--- src/verilog/eiprl_pkg.sv ---
// Package of constants for the external interrupt and priority logic.
package eiprl_pkg;

    // -------------------------------------------------------------------
    // Register byte offsets on the APB slave.
    // -------------------------------------------------------------------
    localparam logic [7:0] ADDR_CONFIG = 8'h00;
    localparam logic [7:0] ADDR_TIMER_CONTROL = 8'h04;
    localparam logic [7:0] ADDR_PRIORITY = 8'h08;
    localparam logic [7:0] ADDR_ENABLE = 8'h0c;
    localparam logic [7:0] ADDR_STATUS = 8'h10;
    localparam logic [7:0] ADDR_IRQ_STATUS = 8'h14;
    localparam logic [7:0] ADDR_IRQ_MASK = 8'h18;

    // -------------------------------------------------------------------
    // Field positions.
    // -------------------------------------------------------------------
    localparam int CFG_A_POL_BIT = 0;
    localparam int CFG_B_POL_BIT = 1;
    localparam int TIMER_CONTROL_REG_A_SENSE_BIT = 0;
    localparam int TIMER_CONTROL_REG_A_PEND_BIT = 1;
    localparam int TIMER_CONTROL_REG_B_SENSE_BIT = 2;
    localparam int TIMER_CONTROL_REG_B_PEND_BIT = 3;
    localparam int EVT_VECTOR_BIT = 0;
    localparam int EVT_RETURN_BIT = 1;

    // -------------------------------------------------------------------
    // Reset values and latency counts.
    // -------------------------------------------------------------------
    localparam logic [7:0] PRIORITY_RESET = 8'h00;
    localparam logic [3:0] CALL_CYCLES = 4'h4;
    localparam logic [3:0] RETURN_CYCLES = 4'h5;
    localparam logic [3:0] AFTER_RETURN_CYCLES = 4'h1;

    // Sequencer states.
    typedef enum logic [1:0]
    {
        EIPRL_IDLE = 2'b00,
        EIPRL_CALL = 2'b01,
        EIPRL_RET = 2'b10,
        EIPRL_NEXT = 2'b11
    } eiprl_state_t;

endpackage

--- src/verilog/eiprl_top.sv ---
// Top of the external interrupt, priority and latency logic with APB slave.
//
// Design decisions made here: the address map and the APB slave port.
`timescale 1ns/100ps
module eiprl_top
#(
    parameter int NSRC = 8,
    parameter int IW = 3
)
(
    input wire logic core_clk,
    input wire logic srst,
    input wire logic psel,
    input wire logic penable,
    input wire logic pwrite,
    input wire logic [7:0] paddr,
    input wire logic [31:0] pwdata,
    output logic [31:0] prdata,
    output logic pready,
    output logic pslverr,
    input wire logic ext_irq_a_input,
    input wire logic ext_irq_b_input,
    input wire logic [NSRC-1:0] int_request,
    input wire logic return_from_interrupt,
    input wire logic instr_done,
    output logic service_call,
    output logic [IW-1:0] service_vector,
    output logic irq
);
    // Internal source 0 and 2 are replaced by the two external inputs.
    logic [1:0] ext_irq_config_reg;
    logic [1:0] sense_reg;
    logic [NSRC-1:0] priority_reg_base;
    logic [NSRC-1:0] enable_reg;
    logic [1:0] irq_status;
    logic [1:0] irq_mask;
    logic [3:0] run_count;
    eiprl_pkg::eiprl_state_t state;
    logic [IW-1:0] call_vector;
    logic low_active;
    logic high_active;
    logic irq_a_pending;
    logic irq_b_pending;
    logic edge_a;
    logic edge_b;
    logic found;
    logic found_high;
    logic [IW-1:0] win_index;
    logic [NSRC-1:0] all_request;
    logic [NSRC-1:0] eligible;
    logic wr;
    logic rd;
    logic timer_control_reg_wr;
    logic ack_a;
    logic ack_b;
    logic [1:0] event_set;
    logic [31:0] rd_value;
    logic rd_err;

    logic [1:0] next_ext_irq_config_reg;
    logic [1:0] next_sense_reg;
    logic [NSRC-1:0] next_priority_reg_base;
    logic [NSRC-1:0] next_enable_reg;
    logic [1:0] next_irq_status;
    logic [1:0] next_irq_mask;
    logic [31:0] next_prdata;
    logic next_pready;
    logic next_pslverr;
    logic next_irq;
    eiprl_pkg::eiprl_state_t next_state;
    logic [3:0] next_run_count;
    logic [IW-1:0] next_call_vector;
    logic next_low_active;
    logic next_high_active;
    logic next_service_call;
    logic [IW-1:0] next_service_vector;

    // -------------------------------------------------------------------
    // External inputs and arbitration.
    // -------------------------------------------------------------------
    assign wr = psel && penable && pwrite && !pready;
    assign rd = psel && penable && !pwrite && !pready;
    assign timer_control_reg_wr = wr && (paddr == eiprl_pkg::ADDR_TIMER_CONTROL);
    assign ack_a = next_service_call && (next_service_vector == '0);
    assign ack_b = next_service_call && (next_service_vector == IW'(2));

    eiprl_ext_input u_in_a
    (
        .core_clk(core_clk),
        .srst(srst),
        .pin(ext_irq_a_input),
        .polarity(ext_irq_config_reg[eiprl_pkg::CFG_A_POL_BIT]),
        .sense_select(sense_reg[0]),
        .vector_ack(ack_a),
        .sw_write(timer_control_reg_wr),
        .sw_value(pwdata[eiprl_pkg::TIMER_CONTROL_REG_A_PEND_BIT]),
        .pending(irq_a_pending),
        .edge_event(edge_a)
    );

    eiprl_ext_input u_in_b
    (
        .core_clk(core_clk),
        .srst(srst),
        .pin(ext_irq_b_input),
        .polarity(ext_irq_config_reg[eiprl_pkg::CFG_B_POL_BIT]),
        .sense_select(sense_reg[1]),
        .vector_ack(ack_b),
        .sw_write(timer_control_reg_wr),
        .sw_value(pwdata[eiprl_pkg::TIMER_CONTROL_REG_B_PEND_BIT]),
        .pending(irq_b_pending),
        .edge_event(edge_b)
    );

    // Requests that may preempt: none while high runs, only high while low runs.
    always_comb
    begin
        all_request = int_request & enable_reg;
        // An edge is offered in the cycle it is seen, so both senses answer alike.
        all_request[0] = (irq_a_pending || edge_a) && enable_reg[0];
        all_request[2] = (irq_b_pending || edge_b) && enable_reg[2];
        eligible = all_request;
        if (high_active)
        begin
            eligible = '0;
        end
        else if (low_active)
        begin
            eligible = all_request & priority_reg_base;
        end
    end

    eiprl_arbiter #(.NSRC(NSRC)) u_arb
    (
        .request(eligible),
        .high_prio(priority_reg_base),
        .found(found),
        .found_high(found_high),
        .index(win_index)
    );

    // -------------------------------------------------------------------
    // Latency sequencer.
    // -------------------------------------------------------------------
    // Detection takes one cycle, then the call takes four; a return takes
    // five and one more instruction must finish before the next call.
    always_comb
    begin
        next_state = state;
        next_run_count = run_count;
        next_call_vector = call_vector;
        next_low_active = low_active;
        next_high_active = high_active;
        next_service_call = 1'b0;
        next_service_vector = service_vector;
        unique case (state)
            eiprl_pkg::EIPRL_IDLE:
            begin
                if (return_from_interrupt)
                begin
                    next_state = eiprl_pkg::EIPRL_RET;
                    next_run_count = eiprl_pkg::RETURN_CYCLES - 4'h1;
                end
                else if (found)
                begin
                    next_state = eiprl_pkg::EIPRL_CALL;
                    next_run_count = eiprl_pkg::CALL_CYCLES;
                    next_call_vector = win_index;
                    if (found_high)
                    begin
                        next_high_active = 1'b1;
                    end
                    else
                    begin
                        next_low_active = 1'b1;
                    end
                end
            end
            eiprl_pkg::EIPRL_CALL:
            begin
                if (run_count == 4'h1)
                begin
                    next_state = eiprl_pkg::EIPRL_IDLE;
                    next_service_call = 1'b1;
                    next_service_vector = call_vector;
                end
                next_run_count = run_count - 4'h1;
            end
            eiprl_pkg::EIPRL_RET:
            begin
                if (run_count == 4'h1)
                begin
                    next_state = eiprl_pkg::EIPRL_NEXT;
                    if (high_active)
                    begin
                        next_high_active = 1'b0;
                    end
                    else
                    begin
                        next_low_active = 1'b0;
                    end
                end
                next_run_count = run_count - 4'h1;
            end
            eiprl_pkg::EIPRL_NEXT:
            begin
                // A divide here stretches the wait to its own eight cycles.
                if (instr_done)
                begin
                    next_state = eiprl_pkg::EIPRL_IDLE;
                end
            end
        endcase
    end

    always_ff @(posedge core_clk)
    begin
        if (srst)
        begin
            state <= eiprl_pkg::EIPRL_IDLE;
            run_count <= 4'h0;
            call_vector <= '0;
            low_active <= 1'b0;
            high_active <= 1'b0;
            service_call <= 1'b0;
            service_vector <= '0;
        end
        else
        begin
            state <= next_state;
            run_count <= next_run_count;
            call_vector <= next_call_vector;
            low_active <= next_low_active;
            high_active <= next_high_active;
            service_call <= next_service_call;
            service_vector <= next_service_vector;
        end
    end

    // -------------------------------------------------------------------
    // APB registers and interrupt status.
    // -------------------------------------------------------------------
    assign event_set = {edge_b, edge_a};

    always_comb
    begin
        rd_err = 1'b0;
        rd_value = 32'h0000_0000;
        unique case (paddr)
            eiprl_pkg::ADDR_CONFIG: rd_value[1:0] = ext_irq_config_reg;
            eiprl_pkg::ADDR_TIMER_CONTROL:
            begin
                rd_value[eiprl_pkg::TIMER_CONTROL_REG_A_SENSE_BIT] = sense_reg[0];
                rd_value[eiprl_pkg::TIMER_CONTROL_REG_A_PEND_BIT] = irq_a_pending;
                rd_value[eiprl_pkg::TIMER_CONTROL_REG_B_SENSE_BIT] = sense_reg[1];
                rd_value[eiprl_pkg::TIMER_CONTROL_REG_B_PEND_BIT] = irq_b_pending;
            end
            eiprl_pkg::ADDR_PRIORITY: rd_value[NSRC-1:0] = priority_reg_base;
            eiprl_pkg::ADDR_ENABLE: rd_value[NSRC-1:0] = enable_reg;
            eiprl_pkg::ADDR_STATUS: rd_value[5:0] = {call_vector, high_active, low_active, 1'b0};
            eiprl_pkg::ADDR_IRQ_STATUS: rd_value[1:0] = irq_status;
            eiprl_pkg::ADDR_IRQ_MASK: rd_value[1:0] = irq_mask;
            default: rd_err = 1'b1;
        endcase
    end

    always_comb
    begin
        next_ext_irq_config_reg = ext_irq_config_reg;
        next_sense_reg = sense_reg;
        next_priority_reg_base = priority_reg_base;
        next_enable_reg = enable_reg;
        next_irq_mask = irq_mask;
        next_irq_status = irq_status;
        next_pready = wr || rd;
        next_pslverr = (wr || rd) && rd_err;
        next_prdata = rd ? rd_value : 32'h0000_0000;
        if (wr)
        begin
            unique case (paddr)
                eiprl_pkg::ADDR_CONFIG: next_ext_irq_config_reg = pwdata[1:0];
                eiprl_pkg::ADDR_TIMER_CONTROL:
                    next_sense_reg = {pwdata[eiprl_pkg::TIMER_CONTROL_REG_B_SENSE_BIT],
                                      pwdata[eiprl_pkg::TIMER_CONTROL_REG_A_SENSE_BIT]};
                eiprl_pkg::ADDR_PRIORITY: next_priority_reg_base = pwdata[NSRC-1:0];
                eiprl_pkg::ADDR_ENABLE: next_enable_reg = pwdata[NSRC-1:0];
                eiprl_pkg::ADDR_IRQ_STATUS: next_irq_status = irq_status & ~pwdata[1:0];
                eiprl_pkg::ADDR_IRQ_MASK: next_irq_mask = pwdata[1:0];
                default: next_irq_mask = irq_mask;
            endcase
        end
        // A new edge beats a write-one clear in the same cycle.
        next_irq_status = next_irq_status | event_set;
        next_irq = |(next_irq_status & next_irq_mask);
    end

    always_ff @(posedge core_clk)
    begin
        if (srst)
        begin
            ext_irq_config_reg <= 2'h0;
            sense_reg <= 2'h0;
            priority_reg_base <= eiprl_pkg::PRIORITY_RESET;
            enable_reg <= '0;
            irq_status <= 2'h0;
            irq_mask <= 2'h0;
            prdata <= 32'h0000_0000;
            pready <= 1'b0;
            pslverr <= 1'b0;
            irq <= 1'b0;
        end
        else
        begin
            ext_irq_config_reg <= next_ext_irq_config_reg;
            sense_reg <= next_sense_reg;
            priority_reg_base <= next_priority_reg_base;
            enable_reg <= next_enable_reg;
            irq_status <= next_irq_status;
            irq_mask <= next_irq_mask;
            prdata <= next_prdata;
            pready <= next_pready;
            pslverr <= next_pslverr;
            irq <= next_irq;
        end
    end
endmodule

--- src/verilog/eiprl_ext_input.sv ---
// One external interrupt input with polarity, sense select and pending flag.
`timescale 1ns/100ps
module eiprl_ext_input
(
    input wire logic core_clk,
    input wire logic srst,
    input wire logic pin,
    input wire logic polarity,
    input wire logic sense_select,
    input wire logic vector_ack,
    input wire logic sw_write,
    input wire logic sw_value,
    output logic pending,
    output logic edge_event
);
    logic prev_active;
    logic edge_flag;
    logic next_prev_active;
    logic next_edge_flag;
    logic active;

    // -------------------------------------------------------------------
    // Detection.
    // -------------------------------------------------------------------
    // The pin is only read, so any peripheral on it keeps driving it.
    assign active = (pin == polarity);
    assign edge_event = active && !prev_active && sense_select;
    assign pending = sense_select ? edge_flag : active;

    // Edge flag: a new edge wins over the vector clear and the write.
    always_comb
    begin
        next_prev_active = active;
        next_edge_flag = edge_flag;
        if (sw_write)
        begin
            next_edge_flag = sw_value;
        end
        if (vector_ack)
        begin
            next_edge_flag = 1'b0;
        end
        if (edge_event)
        begin
            next_edge_flag = 1'b1;
        end
        if (!sense_select)
        begin
            next_edge_flag = 1'b0;
        end
    end

    // Registers.
    always_ff @(posedge core_clk)
    begin
        if (srst)
        begin
            prev_active <= 1'b0;
            edge_flag <= 1'b0;
        end
        else
        begin
            prev_active <= next_prev_active;
            edge_flag <= next_edge_flag;
        end
    end
endmodule

--- src/verilog/eiprl_arbiter.sv ---
// Fixed order arbiter that picks the highest priority pending source.
`timescale 1ns/100ps
module eiprl_arbiter
#(
    parameter int NSRC = 8
)
(
    input wire logic [NSRC-1:0] request,
    input wire logic [NSRC-1:0] high_prio,
    output logic found,
    output logic found_high,
    output logic [$clog2(NSRC)-1:0] index
);
    // -------------------------------------------------------------------
    // Selection.
    // -------------------------------------------------------------------
    // High requests are tried first; inside a level the lowest index wins.
    always_comb
    begin
        found = 1'b0;
        found_high = 1'b0;
        index = '0;
        for (int i = NSRC - 1; i >= 0; i--)
        begin
            if (request[i] && !high_prio[i])
            begin
                found = 1'b1;
                index = i[$clog2(NSRC)-1:0];
            end
        end
        for (int i = NSRC - 1; i >= 0; i--)
        begin
            if (request[i] && high_prio[i])
            begin
                found = 1'b1;
                found_high = 1'b1;
                index = i[$clog2(NSRC)-1:0];
            end
        end
    end
endmodule

--- config.mk ---
export PLATFORM = sky130hd
export DESIGN_NAME = eiprl_top
export DESIGN_NICKNAME = d
export VERILOG_FILES = /design/src/verilog/eiprl_pkg.sv /design/src/verilog/eiprl_top.sv /design/src/verilog/eiprl_ext_input.sv /design/src/verilog/eiprl_arbiter.sv
export SDC_FILE = /design/constraint.sdc
export NUM_CORES = 1
export LEC_CHECK = 0
export ABC_AREA = 1
export CAP_MARGIN = 20
export CORE_MARGIN = 8
export CORE_UTILIZATION = 57
export CTS_CLUSTER_SIZE = 25
export DETAILED_ROUTE_END_ITERATION = 16
export DONT_BUFFER_PORTS = 1
export GPL_TIMING_DRIVEN = 0
export PLACE_DENSITY_LB_ADDON = 0.15
export SYNTH_ARGS = -nofsm -noshare
export SYNTH_HDL_FRONTEND = slang
export SYNTH_SLANG_ARGS = --single-unit
export TNS_END_PERCENT = 20
--- constraint.sdc ---
create_clock -name core_clk -period 1.7 [get_ports core_clk]
set_input_delay 0.17 -clock core_clk [delete_from_list [all_inputs] [get_ports core_clk]]
set_output_delay 0.17 -clock core_clk [all_outputs]
set_load 0.005 [all_outputs]
==> qor.yml, run 1 <==
placed_design:
  place.port_buffers: 0
  dpl.hpwl_um: 5930
  placedCellCount: 527
  gp_congestion: 0.909
  post_dp_cell_area_um2: 3200
  detailedPlace.worstSlack_ps: -270
clock_tree:
  insertion_delay_ps: 320
  cts_root_buffer: "sky130_fd_sc_hd__clkbuf_8"
  clkSinkCount: 54
  tritoncts: "done"
  clock_path_buffers: 2
  number_of_clock_buffers_inserted_by_tritoncts: 5
  cts.htree.levels: 2
  clk_pin_slew_ps: 100
synthesis:
  synth_top_area_frac: 0.357
  yosys.cell_types.count: 39
  synth.yosys.seq_area_share: 0.357
  synthAdderAreaFrac: 0.0289
  simple_gate_area_share_of_the_yosys_netlist: 0.302
  postSynthCellCount: 434
  synth_top_family_by_area: "simple AND/OR/NAND/NOR gates"
  ys_warn_count: 0
  synth_area_leaders: "sky130_fd_sc_hd__dfxtp_1, sky130_fd_sc_hd__nand2_1, sky130_fd_sc_hd__nor2_1, sky130_fd_sc_hd__inv_1, sky130_fd_sc_hd__buf_4"
  synth_largest_area_cell: "sky130_fd_sc_hd__dfxtp_1"
  xor_xnor_portion_of_the_synthesized_cell_area: 0.00289
  yosys_register_bits: 54
  synthesis.area_per_instance_um2: 6.98
  synth.cell_area_um2: 3030
  synthMuxAreaShare: 0
  synth_compound_area_frac: 0.166
run_status:
  outcome: "finished with violations"
  violations: "negative hold slack, negative setup slack"
power_and_ir_drop:
  static-leakage-power_uw: 0.00153
  clock_power_share: 0.216
  netSwitchingFraction: 0.368
  sw_power_uw: 1300
  pwr_density_cell_nw_per_um2: 970
  p_int_uw: 2220
  combinationalPowerShare: 0.371
  seq_power_share: 0.413
  power.ir.vdd_worst_mv: 0.827
setup_path:
  worst_ep_arrival_time_ps: 2090
  setup.worst_path.start_class: "register"
  r2r-start: "ext_irq_config_reg[0]"
  crit_path_cell_trace: "inv_1 -> nand2_1 -> nand2_2 -> nor2_1 -> nand2_1 -> nand2_2 -> nand4_1 -> buf_4 -> nand2_1 -> nand2_1 -> nand2_1 -> nand2_1 -> nand2_1 -> nand2_1 -> nand2_1 -> nand2_1 -> nand2_1 -> a21oi_1"
  r2r_slack_ps: -180
  cp_top_family: "simple AND/OR/NAND/NOR gates"
  crit_path_max_fanout: 3
  critical_register_to_register_path_endpoint: "call_vector[0]"
  timing.critical_path.to_type: "register"
  worst_path_most_repeated_cell: "sky130_fd_sc_hd__nand2_1"
  slowest_stage: "sky130_fd_sc_hd__dfxtp_2"
  critical_path.max_stage_delay_ps: 350
  timing.reg2reg.worst_path_depth: 18
  path_class: "register to register"
  crit_required_ps: 1910
  critical_path_buf_inv_count: 2
cells_and_area:
  layoutNonFillerInstCount: 553
  fillCellCount: 424
  final_layout_size_suffix_gt1_frac: 0.230
  sequential_cell_area_um2: 1090
  area_delta_synth_final_pct: 19.7
  antenna_cells: 0
  nets: 546
  mostFrequentLayoutCells: "sky130_fd_sc_hd__nand2_1, sky130_fd_sc_hd__nor2_1, sky130_fd_sc_hd__inv_1, sky130_fd_sc_hd__dfxtp_1, sky130_fd_sc_hd__buf_4"
  multi_input_comb_area_um2: 1780
  layout.cells.most_common: "sky130_fd_sc_hd__nand2_1"
  design_area_um2: 3630
job:
  cap_violations: 0
floorplan:
  initial_utilization: 0.593
  floorplan.core_area_um2: 5110
  die_area_um2: 7910
  floorplan.rows: 26
  die_outline_height_um: 88.9
  fp.dieW_um: 88.9
  pin_count: 96
worst_hold_path:
  min_to: "enable_reg[3]"
  hold_path.class: "input pin to register"
  hold_path_depth: 2
  hp-start: "pwdata[3]"
timing:
  rsz0062_at_grt: "true"
  count_of_final_setup_violators: 11
  fmaxAchievable_mhz: 533
  min_period_over_period: 1.10
  hold_ws_ps: -7.23
  timing_worst_slew_pin_value_ps: 576
  finalClockSkew_ps: 11.5
  finalWorstPathRequiredPeriod_ps: 1880
  report.final.hold_viol_count: 3
  layout_setup_ws_ps: -177
  sum_of_negative_setup_slack_ps: -1180
  slew_viol_final: 0
  slew-limit-headroom: 0.616
route:
  num_vias: 3044
  antenna_left: 0
  route.detailed.wl_per_inst_um: 15.4
  detail_route.drc_violations: 0
  wirelength_um: 8540
  vias_per_cell: 5.50
  drt_first_iter_violations: 328
  drt_pre_antenna_iters: 6
global_route:
  via_count_of_the_first_global_routing_pass: 2811
  grt_usage: 0.211
  gr-total-overflow: 0
  first_pass_grt_wire_length_um: 13100
  initial_antenna_violation_count: 0
  grt_max_degree: 16
-- final cells by class --
| cell class | count | share of cell area |
|---|---|---|
| inverter | 59 | 0.0645 |
| timing repair buffer | 17 | 0.0393 |
| sequential | 54 | 0.300 |
| buffer | 29 | 0.0569 |
| clock buffer | 7 | 0.0238 |
| multi-input combinational | 316 | 0.490 |
| clock inverter | 1 | 0.00138 |
| tap | 70 | 0.0241 |
-- kinds of logic after synthesis --
kind of cell / Yosys count
other: 1
buffers and inverters: 88
xor gates and xnor gates: 1
AOI/OAI and AO/OA: 88
DFF: 54
and+or+nand+nor: 195
adders and majority gates: 7
-- synth_stat cells (all sizes together) --
cell,number
o211ai,1
nand3,16
nand4,14
a41oi,1
nor3,6
a311oi,1
a31oi,4
conb,1
nand2,81
a211oi,6
inv,59
and2,1
buf,25
or3,1
dfxtp,54
o22ai,3
nor4,4
nand3b,1
a221oi,3
a22o,1
o21ai,32
ha,7
a21oi,36
nor2,71
xnor2,1
clkbuf,4
-- power by group through the flow --
| stage | sequential [uW] | clock, uW | combinational [uW] |
|---|---|---|---|
| final | 1450 | 760 | 1310 |
| after global routing | 1470 | 801 | 1460 |
| after CTS | 1450 | 754 | 1190 |
| after detailed placement | 1470 | 0 | 996 |
| after global placement | 1470 | 0 | 962 |
| after floorplan | 1450 | 0 | 832 |
-- how the worst max path moves through the flow --
stage | from | end | slack, ps | cells past startpoint
2_1_floorplan | low_active | run_count[3] | 30 | 13
3_3_place_gp | high_active | run_count[3] | -230 | 12
3_5_place_dp | high_active | run_count[3] | -270 | 12
4_1_cts | low_active | run_count[3] | -110 | 13
5_1_grt | ext_irq_config_reg[0] | low_active | -270 | 14
6_report | ext_irq_config_reg[0] | call_vector[0] | -180 | 18
-- layer usage --
metal	track usage	wire length (um)	vias up
met4	0.0814	288	0
met5	0	0	-
li1	-	-	1477
met2	0.360	3970	166
met3	0.0515	982	30
met1	0.249	3300	1371
-- stage by stage --
stage,utilization,total power [uW]
finish,0.710,3520
global placement,0.627,2430
global route,0.710,3730
detailed placement,0.627,2470
floorplan,-,2280
CTS,0.690,3390
-- repair_timing --
item                       4_1_cts  5_1_grt
setup endpoints to repair       13       13
resized for setup               39       19
hold buffers                     3        0
buffers inserted                10        4
pin swaps                       19       16
hold endpoints to repair         4        0
cloned                           1        0
Note: power is estimated with default switching activity, not from simulation.
==> run 2: changes to the inputs <==
--- a/config.mk
+++ b/config.mk
@@ -8,12 +8,13 @@
 export ABC_AREA = 1
 export CAP_MARGIN = 20
 export CORE_MARGIN = 8
-export CORE_UTILIZATION = 57
+export CORE_UTILIZATION = 51
 export CTS_CLUSTER_SIZE = 25
 export DETAILED_ROUTE_END_ITERATION = 16
 export DONT_BUFFER_PORTS = 1
 export GPL_TIMING_DRIVEN = 0
 export PLACE_DENSITY_LB_ADDON = 0.15
+export SETUP_SLACK_MARGIN = 0.1
 export SYNTH_ARGS = -nofsm -noshare
 export SYNTH_HDL_FRONTEND = slang
 export SYNTH_SLANG_ARGS = --single-unit
==> run 2 against run 1 <==
  * The run still ends with negative hold slack, negative setup slack left
  * Final area is 3.8% higher
  * Via count is 2.0% lower
  * Cell count is 1.6% higher
  * Global-route usage is 1.9 points lower
  * Die area is 9.6% higher
==> qor.yml, run 2 (same netlist as run 1, synthesis figures left out) <==
run_status:
  outcome: "finished with violations"
  violations: "negative hold slack, negative setup slack"
global_route:
  gr-total-overflow: 0
  first_pass_grt_wire_length_um: 13600
  initial_antenna_violation_count: 0
  grt_max_degree: 17
  via_count_of_the_first_global_routing_pass: 2807
  grt_usage: 0.193
timing:
  report.final.hold_viol_count: 1
  min_period_over_period: 1.09
  finalWorstPathRequiredPeriod_ps: 1850
  fmaxAchievable_mhz: 539
  count_of_final_setup_violators: 11
  slew-limit-headroom: 0.592
  slew_viol_final: 0
  timing_worst_slew_pin_value_ps: 612
  finalClockSkew_ps: 4.19
  rsz0062_at_grt: "true"
  hold_ws_ps: -0.331
  layout_setup_ws_ps: -155
  sum_of_negative_setup_slack_ps: -1230
placed_design:
  placedCellCount: 532
  dpl.hpwl_um: 5950
  place.port_buffers: 0
  detailedPlace.worstSlack_ps: -279
  gp_congestion: 0.917
clock_tree:
  clk_pin_slew_ps: 100
  cts_root_buffer: "sky130_fd_sc_hd__clkbuf_8"
  number_of_clock_buffers_inserted_by_tritoncts: 5
  tritoncts: "done"
  clkSinkCount: 54
  insertion_delay_ps: 310
  clock_path_buffers: 2
  cts.htree.levels: 2
route:
  detail_route.drc_violations: 0
  num_vias: 2983
  route.detailed.wl_per_inst_um: 15.5
  vias_per_cell: 5.31
  antenna_left: 0
  drt_first_iter_violations: 230
  drt_pre_antenna_iters: 5
  wirelength_um: 8690
floorplan:
  die_area_um2: 8660
  floorplan.rows: 28
  initial_utilization: 0.521
  fp.dieW_um: 93.1
  die_outline_height_um: 93.1
  pin_count: 96
  floorplan.core_area_um2: 5820
power_and_ir_drop:
  total_power_uw: 3840
  seq_power_share: 0.378
  combinationalPowerShare: 0.343
  p_int_uw: 2530
  netSwitchingFraction: 0.340
  static-leakage-power_uw: 0.00158
  power.ir.vdd_worst_mv: 0.820
  clock_power_share: 0.279
  sw_power_uw: 1310
  pwr_density_cell_nw_per_um2: 1020
cells_and_area:
  nets: 550
  layout.cells.most_common: "sky130_fd_sc_hd__nand2_1"
  finish.utilization: 0.648
  layoutNonFillerInstCount: 562
  antenna_cells: 0
  fillCellCount: 523
  final_layout_size_suffix_gt1_frac: 0.246
  area_delta_synth_final_pct: 24.3
  mostFrequentLayoutCells: "sky130_fd_sc_hd__nand2_1, sky130_fd_sc_hd__nor2_1, sky130_fd_sc_hd__inv_1, sky130_fd_sc_hd__dfxtp_1, sky130_fd_sc_hd__buf_4"
setup_path:
  timing.critical_path.to_type: "register"
  crit_required_ps: 1950
  worst_ep_arrival_time_ps: 2100
  setup.worst_path.start: "low_active"
  crit_path_max_fanout: 4
  setup.worst_path.start_class: "register"
  path_class: "register to register"
  r2r-start: "low_active"
job:
  cap_violations: 0
worst_hold_path:
  hp-start: "pwdata[7]"
  hold_path.class: "input pin to register"
==> run 2: layer usage <==
layer | global-route usage | vias to the layer above | routed length (um)
li1 | - | 1490 | -
met1 | 0.242 | 1349 | 3600
met5 | 0 | - | 0
met2 | 0.305 | 131 | 4060
met3 | 0.0737 | 13 | 935
met4 | 0.0416 | 0 | 95
==> run 2: final cells by class <==
cell class | instances | area (um2) | share of cell area
Multi-Input combinational cell | 316 | 1810 | 0.480
Sequential cell | 54 | 1090 | 0.290
Inverter | 59 | 244 | 0.0648
Buffer | 29 | 206 | 0.0548
Timing Repair Buffer | 21 | 178 | 0.0472
Tap cell | 75 | 93.8 | 0.0249
Clock buffer | 6 | 82.6 | 0.0219
Clock inverter | 2 | 60.1 | 0.0159
==> run 2: repair_timing <==
action / in CTS / in global routing
gates cloned: 1 / 0
buffers inserted: 12 / 4
endpoints found under the setup margin: 14 / 24
resized for setup: 37 / 36
pin swaps: 14 / 21
hold buffers: 5 / 0
hold endpoints to repair: 5 / 0
==> run 2: worst max-delay path: stages, from the launching register on <==
cell,delay [ps]
sky130_fd_sc_hd__dfxtp_2,330
sky130_fd_sc_hd__buf_6,120
sky130_fd_sc_hd__buf_4,130
sky130_fd_sc_hd__nor2_1,160
sky130_fd_sc_hd__nand4_1,190
sky130_fd_sc_hd__nand2_1,160
sky130_fd_sc_hd__nor3_4,80
sky130_fd_sc_hd__buf_4,150
sky130_fd_sc_hd__nor4_4,250
sky130_fd_sc_hd__o21ai_0,100
sky130_fd_sc_hd__a21oi_1,130
==> run 2: power by group through the flow <==
stage                     sequential, uW  clock, uW  combinational, uW
after floorplan                     1450          0                832
after global placement              1470          0                975
after detailed placement            1470          0               1000
after CTS                           1460       1080               1170
after global routing                1460       1130               1480
final                               1450       1070               1320
==> run 2: final timing paths <==
check             slack [ps]  cells past startpoint              to
setup / recovery        -150                     10  call_vector[2]
hold / removal          -0.3                      2   enable_reg[7]
setup reg to reg        -150                     10  call_vector[2]
hold reg to reg          470                      2    run_count[1]
==> run 2: per-stage QoR <==
stage	instance area, um2	hold slack, ps
after global routing	3770	9.18
after detailed placement	3210	316
after floorplan	3120	305
after global placement	3210	310
final	3770	-0.331
after CTS	3620	0.783
